**config.mk**
```make
export PLATFORM = sky130hd
export DESIGN_NAME = psc_panel
export DESIGN_NICKNAME = d
export VERILOG_FILES = /design/src/rtl/psc_pkg.sv /design/src/rtl/psc_debounce.sv /design/src/rtl/psc_panel.sv
export SDC_FILE = /design/constraint.sdc
export NUM_CORES = 1
export LEC_CHECK = 0
export BUFFER_PORTS_ARGS = -buffer_cell sky130_fd_sc_hd__buf_2
export CORE_MARGIN = 2
export CORE_UTILIZATION = 25
export CTS_BUF_LIST = sky130_fd_sc_hd__clkbuf_4 sky130_fd_sc_hd__clkbuf_8
export DETAILED_ROUTE_END_ITERATION = 7
export SETUP_SLACK_MARGIN = 0.02
export SLEW_MARGIN = 20
export SYNTH_ARGS = -nofsm -noshare
export SYNTH_HDL_FRONTEND = slang
export SYNTH_SLANG_ARGS = --single-unit
```
**constraint.sdc**
```tcl
create_clock -name mclk -period 10.1 [get_ports mclk]
set_input_delay 1.01 -clock mclk [delete_from_list [all_inputs] [get_ports mclk]]
set_output_delay 1.01 -clock mclk [all_outputs]
set_load 0.02 [all_outputs]
```
**src/rtl/psc_pkg.sv**
```systemverilog
// Shared constants and types for the panel switch and indicator block.
package psc_pkg;
	localparam int CLK_HZ = 100000000;
	localparam int DEBOUNCE_MS = 10;
	localparam int DEBOUNCE_CYC = (CLK_HZ / 1000) * DEBOUNCE_MS;
	localparam int BLINK_ON_MS = 250;
	localparam int BLINK_ON_CYC = (CLK_HZ / 1000) * BLINK_ON_MS;
	localparam int BLINK_PAUSE_MS = 1500;
	localparam int BLINK_PAUSE_CYC = (CLK_HZ / 1000) * BLINK_PAUSE_MS;
	localparam logic [1:0] SLIDE_TOP = 2'h0;
	localparam logic [1:0] SLIDE_MID = 2'h1;
	localparam logic [1:0] SLIDE_BOT = 2'h2;
	localparam logic [6:0] ADDR_MAX = 7'h40;
	localparam logic [3:0] TENS_LAST = 4'h6;
	localparam logic [3:0] ONES_LAST_AT_TOP = 4'h4;
	localparam logic [3:0] DIGIT_MAX = 4'h9;
	localparam logic [14:0] BAUD_ASCII = 15'h0960;
	localparam logic [14:0] BAUD_RTU = 15'h2580;
	localparam logic [7:0] SW_ADDR_MIN = 8'h01;
	localparam logic [7:0] SW_ADDR_MAX = 8'hf7;
	localparam logic [3:0] BLINKS_MIN = 4'h2;
	localparam logic [3:0] BLINKS_MAX = 4'h8;
	localparam logic [3:0] BLINKS_ADDR_TEST = 4'h5;
	localparam logic [3:0] BLINKS_DATA_TEST = 4'h6;
	localparam logic [15:0] CODE_KERNEL = 16'h0000;
	localparam logic [15:0] CODE_ADDR_TEST = 16'h0503;
	localparam logic [15:0] CODE_DATA_TEST = 16'h0402;
	typedef enum logic [3:0] {
		BAUD_50, BAUD_75, BAUD_110, BAUD_134_5, BAUD_150, BAUD_300, BAUD_600, BAUD_1200,
		BAUD_1800, BAUD_2000, BAUD_2400, BAUD_3600, BAUD_4800, BAUD_7200, BAUD_9600, BAUD_19200
	} psc_baud_t;
	typedef enum logic [1:0] {
		MODE_ASCII, MODE_RTU, MODE_SOFT
	} psc_mode_t;
endpackage

```
**src/rtl/psc_debounce.sv**
```systemverilog
// Synchroniser and debouncer for a group of switch inputs.
`timescale 1ns/1ps
module psc_debounce #(
	parameter int WIDTH = 4,
	parameter int STABLE_CYC = psc_pkg::DEBOUNCE_CYC
) (
	input wire logic mclk,
	input wire logic rst,
	input wire logic [WIDTH-1:0] raw,
	output logic [WIDTH-1:0] clean
);
	logic [WIDTH-1:0] meta_r;
	logic [WIDTH-1:0] sync_r;
	logic [WIDTH-1:0] last_r;
	logic [31:0] cnt_r;

	// Two-stage synchroniser; the first stage feeds only the second.
	always_ff @(posedge mclk or posedge rst) begin
		if (rst) begin
			meta_r <= '0;
			sync_r <= '0;
		end else begin
			meta_r <= raw;
			sync_r <= meta_r;
		end
	end

	// The output follows only after the input has held still for the full window.
	always_ff @(posedge mclk or posedge rst) begin
		if (rst) begin
			last_r <= '0;
			cnt_r <= '0;
			clean <= '0;
		end else begin
			last_r <= sync_r;
			if (sync_r != last_r) begin
				cnt_r <= '0;
			end else if (cnt_r < 32'(STABLE_CYC - 1)) begin
				cnt_r <= cnt_r + 32'h1;
			end else begin
				clean <= last_r;
			end
		end
	end
endmodule // psc_debounce

```
**src/rtl/psc_panel.sv**
```systemverilog
// Panel switch decode, serial framing selection and status indicators.
// Function
// - Ready indicator lit only after all power-up diagnostics pass.
// - Run indicator lit while controller is started and solving logic.
// - Battery-low indicator lit when battery is depleted or absent.
// - Serial indicator lit when either serial port carries traffic.
// - Network indicator lit when the network port carries traffic.
// - Network error indicator lit on a network communication error.
// - Write-protect indicator lit while memory protect switch protects.
// - Fatal error blinks run indicator 2 to 8 times; kernel mode blinks continuously.
// - Address test failure gives five blinks, data test failure six blinks.
// - Left switch protects memory only in its top position.
// - Right switch selects how serial port parameters are determined.
// - Fixed ASCII or RTU modes default to network bridge mode.
// - Top position: ASCII, 2400 baud, even parity, 7 data, 1 stop.
// - Middle position: RTU, 9600 baud, even parity, 8 data, 1 stop.
// - Fixed modes take station address from the rotary switches.
// - Bottom position: software sets parity, data bits and stop bits.
// - Software mode accepts listed baud rates and addresses 1 to 247.
// - Rotary switches set network node and serial port address.
// - Upper rotary gives tens digit, lower rotary gives ones digit.
// - Highest valid switch address is 64; tens six allows ones 0 to 4.
// - Address 0 or above 64 holds network indicator steadily on.
`timescale 1ns/1ps
module psc_panel #(
	parameter int DEBOUNCE_CYC = psc_pkg::DEBOUNCE_CYC,
	parameter int BLINK_ON_CYC = psc_pkg::BLINK_ON_CYC,
	parameter int BLINK_PAUSE_CYC = psc_pkg::BLINK_PAUSE_CYC
) (
	input wire logic mclk,
	input wire logic rst,
	input wire logic [1:0] protect_slide,
	input wire logic [1:0] comm_slide,
	input wire logic [3:0] address_tens_switch,
	input wire logic [3:0] address_ones_switch,
	input wire logic diag_passed,
	input wire logic ctrl_running,
	input wire logic battery_low,
	input wire logic serial1_active,
	input wire logic serial2_active,
	input wire logic net_active,
	input wire logic net_error,
	input wire logic fatal_error,
	input wire logic [3:0] fatal_blinks,
	input wire logic kernel_mode,
	input wire logic mem_addr_fail,
	input wire logic mem_data_fail,
	input wire logic soft_parity_en,
	input wire logic soft_parity_odd,
	input wire logic soft_data8,
	input wire logic soft_stop2,
	input wire logic [3:0] soft_baud,
	input wire logic [7:0] soft_addr,
	output logic led_ready,
	output logic led_run,
	output logic led_battery,
	output logic led_serial,
	output logic led_net,
	output logic led_net_error,
	output logic led_protect,
	output logic mem_protect,
	output logic [1:0] port_mode,
	output logic bridge_mode,
	output logic [3:0] port_baud,
	output logic port_parity_en,
	output logic port_parity_odd,
	output logic port_data8,
	output logic port_stop2,
	output logic [7:0] port_addr,
	output logic [6:0] node_addr,
	output logic addr_invalid,
	output logic soft_cfg_reject,
	output logic [15:0] error_code
);
	logic [11:0] sw_clean;
	logic [1:0] prot_sw;
	logic [1:0] comm_sw;
	logic [3:0] tens_sw;
	logic [3:0] ones_sw;
	logic [6:0] addr_dec;
	logic digits_ok;
	logic range_ok;
	logic addr_ok;
	logic soft_ok;
	logic any_source;
	logic on_done;
	logic pause_done;
	logic [3:0] blinks_sel;
	logic blinking;
	logic blink_led;
	logic [31:0] tmr_r;
	logic [3:0] blink_cnt_r;
	logic [15:0] code_nxt;

	typedef enum logic [1:0] {
		BL_IDLE, BL_ON, BL_OFF, BL_PAUSE
	} psc_blink_t;
	psc_blink_t blink_r;
	psc_pkg::psc_mode_t mode_sel;

	// Digit-pair to binary conversion, used for the validity check and both addresses.
	function automatic logic [6:0] psc_addr_of(input logic [3:0] tens, input logic [3:0] ones);
		logic [6:0] t;
		t = {3'h0, tens};
		psc_addr_of = 7'((t << 3) + (t << 1) + {3'h0, ones});
	endfunction

	// All switch inputs pass through one debouncer before any decode.
	psc_debounce #(
		.WIDTH(12),
		.STABLE_CYC(DEBOUNCE_CYC)
	) u_debounce (
		.mclk(mclk),
		.rst(rst),
		.raw({protect_slide, comm_slide, address_tens_switch, address_ones_switch}),
		.clean(sw_clean)
	);

	assign prot_sw = sw_clean[11:10];
	assign comm_sw = sw_clean[9:8];
	assign tens_sw = sw_clean[7:4];
	assign ones_sw = sw_clean[3:0];
	assign addr_dec = psc_addr_of(tens_sw, ones_sw);

	// A digit above nine or a value outside 1 to 64 is invalid.
	assign digits_ok = (ones_sw <= psc_pkg::DIGIT_MAX) && (tens_sw < psc_pkg::TENS_LAST
		|| (tens_sw == psc_pkg::TENS_LAST && ones_sw <= psc_pkg::ONES_LAST_AT_TOP));
	assign range_ok = (addr_dec != 7'h00) && (addr_dec <= psc_pkg::ADDR_MAX);
	assign addr_ok = digits_ok && range_ok;

	// The baud enum covers exactly the listed set, so only the address limits apply.
	assign soft_ok = (soft_addr >= psc_pkg::SW_ADDR_MIN) && (soft_addr <= psc_pkg::SW_ADDR_MAX);

	// Right slide decode; the unused fourth code behaves as the bottom position.
	always_comb begin
		unique case (comm_sw)
			psc_pkg::SLIDE_TOP: mode_sel = psc_pkg::MODE_ASCII;
			psc_pkg::SLIDE_MID: mode_sel = psc_pkg::MODE_RTU;
			default: mode_sel = psc_pkg::MODE_SOFT;
		endcase
	end

	// Plain status indicators.
	always_ff @(posedge mclk or posedge rst) begin
		if (rst) begin
			led_ready <= 1'b0;
			led_battery <= 1'b0;
			led_serial <= 1'b0;
			led_net_error <= 1'b0;
			led_net <= 1'b0;
		end else begin
			led_ready <= diag_passed;
			led_battery <= battery_low;
			led_serial <= serial1_active | serial2_active;
			led_net_error <= net_error;
			led_net <= net_active | ~addr_ok;
		end
	end

	// Write protection follows the left slide switch.
	always_ff @(posedge mclk or posedge rst) begin
		if (rst) begin
			mem_protect <= 1'b0;
			led_protect <= 1'b0;
		end else begin
			mem_protect <= (prot_sw == psc_pkg::SLIDE_TOP);
			led_protect <= (prot_sw == psc_pkg::SLIDE_TOP);
		end
	end

	// Address outputs follow the rotary switches continuously.
	always_ff @(posedge mclk or posedge rst) begin
		if (rst) begin
			node_addr <= 7'h00;
			addr_invalid <= 1'b0;
		end else begin
			node_addr <= addr_ok ? addr_dec : 7'h00;
			addr_invalid <= ~addr_ok;
		end
	end

	// Serial port framing chosen by the right slide switch.
	always_ff @(posedge mclk or posedge rst) begin
		if (rst) begin
			port_mode <= psc_pkg::MODE_ASCII;
			bridge_mode <= 1'b0;
			port_baud <= psc_pkg::BAUD_2400;
			port_parity_en <= 1'b1;
			port_parity_odd <= 1'b0;
			port_data8 <= 1'b0;
			port_stop2 <= 1'b0;
			port_addr <= 8'h00;
		end else begin
			unique case (mode_sel)
				psc_pkg::MODE_ASCII: begin
					port_mode <= psc_pkg::MODE_ASCII;
					bridge_mode <= 1'b1;
					port_baud <= psc_pkg::BAUD_2400;
					port_parity_en <= 1'b1;
					port_parity_odd <= 1'b0;
					port_data8 <= 1'b0;
					port_stop2 <= 1'b0;
					port_addr <= {1'b0, node_addr};
				end
				psc_pkg::MODE_RTU: begin
					port_mode <= psc_pkg::MODE_RTU;
					bridge_mode <= 1'b1;
					port_baud <= psc_pkg::BAUD_9600;
					port_parity_en <= 1'b1;
					port_parity_odd <= 1'b0;
					port_data8 <= 1'b1;
					port_stop2 <= 1'b0;
					port_addr <= {1'b0, node_addr};
				end
				psc_pkg::MODE_SOFT: begin
					port_mode <= psc_pkg::MODE_SOFT;
					bridge_mode <= 1'b0;
					if (soft_ok) begin
						port_baud <= soft_baud;
						port_parity_en <= soft_parity_en;
						port_parity_odd <= soft_parity_odd;
						port_data8 <= soft_data8;
						port_stop2 <= soft_stop2;
						port_addr <= soft_addr;
					end
				end
			endcase
		end
	end

	// A software setting outside the accepted range is flagged and not applied.
	always_ff @(posedge mclk or posedge rst) begin
		if (rst) begin
			soft_cfg_reject <= 1'b0;
		end else begin
			soft_cfg_reject <= (mode_sel == psc_pkg::MODE_SOFT) && !soft_ok;
		end
	end

	// Blink count and code selection; memory test failures take precedence.
	always_comb begin
		blinks_sel = fatal_blinks;
		code_nxt = 16'h0000;
		if (mem_addr_fail) begin
			blinks_sel = psc_pkg::BLINKS_ADDR_TEST;
			code_nxt = psc_pkg::CODE_ADDR_TEST;
		end else if (mem_data_fail) begin
			blinks_sel = psc_pkg::BLINKS_DATA_TEST;
			code_nxt = psc_pkg::CODE_DATA_TEST;
		end else if (kernel_mode) begin
			code_nxt = psc_pkg::CODE_KERNEL;
		end
		if (blinks_sel < psc_pkg::BLINKS_MIN) begin
			blinks_sel = psc_pkg::BLINKS_MIN;
		end else if (blinks_sel > psc_pkg::BLINKS_MAX) begin
			blinks_sel = psc_pkg::BLINKS_MAX;
		end
	end

	assign blinking = fatal_error | mem_addr_fail | mem_data_fail;
	assign any_source = blinking | kernel_mode;
	assign on_done = (tmr_r >= 32'(BLINK_ON_CYC - 1));
	assign pause_done = (tmr_r >= 32'(BLINK_PAUSE_CYC - 1));

	// Blink sequencer: counted groups, each followed by a dark pause; kernel mode alone blinks on without any pause.
	always_ff @(posedge mclk or posedge rst) begin
		if (rst) begin
			blink_r <= BL_IDLE;
			tmr_r <= 32'h0;
			blink_cnt_r <= 4'h0;
		end else begin
			unique case (blink_r)
				BL_IDLE: begin
					tmr_r <= 32'h0;
					blink_cnt_r <= 4'h0;
					if (any_source) begin
						blink_r <= BL_ON;
					end
				end
				BL_ON: begin
					if (on_done) begin
						tmr_r <= 32'h0;
						blink_cnt_r <= blink_cnt_r + 4'h1;
						blink_r <= BL_OFF;
					end else begin
						tmr_r <= tmr_r + 32'h1;
					end
				end
				BL_OFF: begin
					if (on_done) begin
						tmr_r <= 32'h0;
						if (!any_source) begin
							blink_r <= BL_IDLE;
						end else if (!blinking) begin
							blink_r <= BL_ON;
						end else if (blink_cnt_r >= blinks_sel) begin
							blink_r <= BL_PAUSE;
						end else begin
							blink_r <= BL_ON;
						end
					end else begin
						tmr_r <= tmr_r + 32'h1;
					end
				end
				BL_PAUSE: begin
					blink_cnt_r <= 4'h0;
					if (pause_done) begin
						tmr_r <= 32'h0;
						blink_r <= any_source ? BL_ON : BL_IDLE;
					end else begin
						tmr_r <= tmr_r + 32'h1;
					end
				end
			endcase
		end
	end

	assign blink_led = (blink_r == BL_ON);

	// Run indicator: blink pattern overrides the steady running state.
	always_ff @(posedge mclk or posedge rst) begin
		if (rst) begin
			led_run <= 1'b0;
		end else begin
			if (any_source || blink_r != BL_IDLE) begin
				led_run <= blink_led;
			end else begin
				led_run <= ctrl_running;
			end
		end
	end

	// The error code register follows the highest-priority active source.
	always_ff @(posedge mclk or posedge rst) begin
		if (rst) begin
			error_code <= 16'h0000;
		end else begin
			error_code <= code_nxt;
		end
	end
endmodule // psc_panel

```
==> flow_summary.ini <==
[worst_setup_path]
worstPathArrival_ns = 3.13
worstSetupStartpointType = flop
worstSetupPathType = flop to flop
worst-r2r-setup-slack_ns = 7.32
r2r-end = node_addr[1]
worst-r2r-cell-count = 8
endpoint_kind = flop
worst-endpoint-required_ns = 10.45
worstReg2RegStart = u_debounce.clean[4]
path_max_fanout = 5

[logic_synthesis]
ys_types = 57
synth.most_common_cell = sky130_fd_sc_hd__dfrtp_1
ys_async_sr_fraction_pct = 100.0
synth_cells = 618
yosys_most_used_dff = sky130_fd_sc_hd__dfrtp_1
yosys-top-cells-count = sky130_fd_sc_hd__dfrtp_1 (152), sky130_fd_sc_hd__nor2_1 (92), sky130_fd_sc_hd__inv_1 (35), sky130_fd_sc_hd__nand2_1 (35), sky130_fd_sc_hd__xor2_1 (34)
post_synth_instance_area_um2 = 6830
ys_top_cells_by_area = sky130_fd_sc_hd__dfrtp_1 (56%), sky130_fd_sc_hd__nor2_1 (5.1%), sky130_fd_sc_hd__xor2_1 (4.4%), sky130_fd_sc_hd__ha_1 (3.5%), sky130_fd_sc_hd__xnor2_1 (3.1%)
fraction_of_the_yosys_area_taken_by_sequential_cells_pct = 56.84
synth-seq-cells = 155
yosysWarningCount = 0
synth-edff-count = 0
post_synthesis_average_cell_area_um2 = 11.05
area_leader_netlist = sky130_fd_sc_hd__dfrtp_1
yosysTopAreaCellShare_pct = 55.69

[power_and_ir_drop]
power.ir.vdd_worst_uv = 55.13
power.share.clock_pct = 37.2
total_switching_power_w = 0.0003427
switching_part_of_the_total_power_pct = 27.68
internal_power_w = 0.0008956
power_density_nw_per_um2 = 155.2
cellLeakagePower_nw = 3.721
seq_power_share_pct = 53.0
power.combinational.fraction_pct = 9.8

[route]
viasPerCell = 4.209
drtIter0Drc = 279
totalWireLength_um = 12100
ant_nets = 0
drtPass1Iterations = 4
vias = 4466
wl_per_cell_um = 11.41
detailed_route_drc_error_count = 0

[floorplan]
core.rowCount = 60
die_height_um = 169.3
start_util_pct = 25.41
core_area_um2 = 26880
top_level_ports = 97
die_span_in_x_um = 169.3
die_area_um2 = 28660

[timing]
timing_hold_violations_final = 0
rsz0062_at_grt = false
min_period_ns = 2.780
finalSetupViolCount = 0
tightestPinTransition_ns = 0.9337
timing.final.crit_share_pct = 27.52
worst_slew_margin_rel_pct = 37.75
highest_achievable_clock_rate_ghz = 0.3597
drv_slew = 0
fin_setup_tns_ns = 0
fin_skew_ns = 0.01791

[final_layout]
n_antenna_cell = 0
area_delta_synth_final_pct = 16.78
final_core_util_pct = 29.68
layout-drive-gt1-share_pct = 20.00
num-nets-final = 773
layoutNonFillerInstCount = 1061
final.fill_count = 2780

[global_route]
grt_first_pass_wirelength_um = 20790
global_router_s_overall_resource_usage_pct = 8.854
grt.overflow.total = 0
initial_antenna_violation_count = 0
number_of_global_route_vias_before_repair = 4391
grt_max_degree = 81

[clock_tree]
total_cts_buffers = 17
cts_buffer_depth = 2
tritoncts = yes
cts-resized-gates = 0
cts.clk_slew.worst_paths_ns = 0.10
cts.repair_timing.setup_buffer_count = 0
cts.htree.levels = 4
hold_buffers_post_cts = 0
ctsRootBufferMaster = sky130_fd_sc_hd__clkbuf_8
cts.sinks = 155
insertion_delay_of_the_later_clocked_pin_in_the_worst_skew_pair_ns = 0.45

[placed_design]
placed_cells = 1029
count_of_port_buffers_added_during_placement = 84
hpwlAfterDp_um = 8456
gp_congestion = 0.7698

[hold_path]
min_delay_worst_endpoint = u_debounce.sync_r[5]
whs_path_depth = 0
hold_path_startpoint = u_debounce.meta_r[5]
hp-class = flop to flop

[outcome]
status = finished clean

[flow_run]
cap_violations = 0
-- logic make-up (layout without fill, tap and decap cells) --
group | Yosys count | count (layout) | synth area share, %
xor gates and xnor gates | 58 | 58 | 7.437
DFF | 155 | 155 | 56.84
buffers and inverters | 67 | 154 | 4.836
adders and majority gates | 21 | 21 | 4.067
AOI/OAI and AO/OA | 54 | 54 | 5.551
muxes | 29 | 29 | 4.470
other | 1 | 16 | 0.05490
and+or+nand+nor | 233 | 233 | 16.74
-- power groups by stage --
stage | sequential [W] | combinational, W | clock, W
3_3_place_gp | 0.000670 | 0.000121 | 0
5_1_grt | 0.000661 | 0.000140 | 0.000506
4_1_cts | 0.000657 | 0.000124 | 0.000483
3_5_place_dp | 0.000669 | 0.000123 | 0
6_report | 0.000657 | 0.000121 | 0.000461
2_1_floorplan | 0.000669 | 0.0000935 | 0
-- cell type report --
type / count / area [um2] / area share [%]
clock buffers: 18 / 241.5 / 3.027
clock inverters: 14 / 153.9 / 1.929
inverters: 35 / 136.4 / 1.710
multi-input cells: 411 / 2689 / 33.71
flip-flops and latches: 155 / 3882 / 48.67
well taps: 341 / 426.7 / 5.349
repair buffers: 87 / 446.7 / 5.600
-- state kept, by name, summed over array words and instances, names as in the netlist, 4 cells and up --
register / cells
u_debounce.cnt_r: 32
u_debounce.meta_r: 12
blink_cnt_r: 4
port_addr: 8
node_addr: 7
u_debounce.last_r: 12
tmr_r: 32
u_debounce.clean: 12
port_baud: 4
u_debounce.sync_r: 12
-- cell usage in the layout (no fill, tap or decap), drive strengths merged, types with 2 or more instances in the layout --
master    instances
a31oi             4
or2               3
nor4             16
nand2b            3
mux2i            17
clkinv            3
a32o              2
o21a              2
o211ai            2
and4b             2
clkinvlp          3
or3               2
mux2             12
nand2            35
a21o              7
inv              42
nor2b             2
xnor2            24
dfstp             3
nand4             7
nor2             93
ha               19
nand3            27
conb             16
dfrtp           152
and3             14
and4              6
clkbuf           18
buf              87
fa                2
nor3              9
or4               4
o21ai             8
and2              8
xor2             34
a21oi            17
-- per-layer routing --
metal  wire, um  part of all wire (%)  global-route usage, %
met5          0                     0                      0
met1       6039                    50                  11.86
met2       5368                    44                  13.68
met4        108                  0.89                  2.824
met3        585                   4.8                  2.752
-- worst max-delay path by stage --
stage,startpoint,to,slack (ns),depth (start not counted)
final,u_debounce.clean[4],node_addr[1],7.32,8
after global routing,u_debounce.clean[4],node_addr[0],7.19,8
after CTS,u_debounce.clean[4],node_addr[1],7.31,8
after detailed placement,u_debounce.clean[4],node_addr[1],7.31,8
after global placement,soft_addr[4],port_addr[4],7.29,5
after floorplan,rst,addr_invalid,4.92,1
-- critical path, stage by stage, from the launching register on --
cell and delay, ns:
sky130_fd_sc_hd__dfrtp_1 0.39, sky130_fd_sc_hd__inv_1 0.11, sky130_fd_sc_hd__fa_1 0.47, sky130_fd_sc_hd__fa_1 0.47, sky130_fd_sc_hd__xnor2_1 0.15, sky130_fd_sc_hd__or4_1 0.52, sky130_fd_sc_hd__o21a_1 0.19, sky130_fd_sc_hd__o21a_1 0.22
sky130_fd_sc_hd__and2_1 0.17
-- stage by stage --
stage	cell area (um2)	setup slack [ns]	hold WS, ns	power, W
floorplan	6887	4.917	0.3312	0.0007622
global placement	7569	7.290	0.3371	0.0007908
detailed placement	7577	7.308	0.3355	0.0007926
CTS	7973	7.308	0.3534	0.001265
global route	7976	7.193	0.3639	0.001306
finish	7976	7.320	0.3554	0.001238
Note: power is estimated with default switching activity, not from simulation.
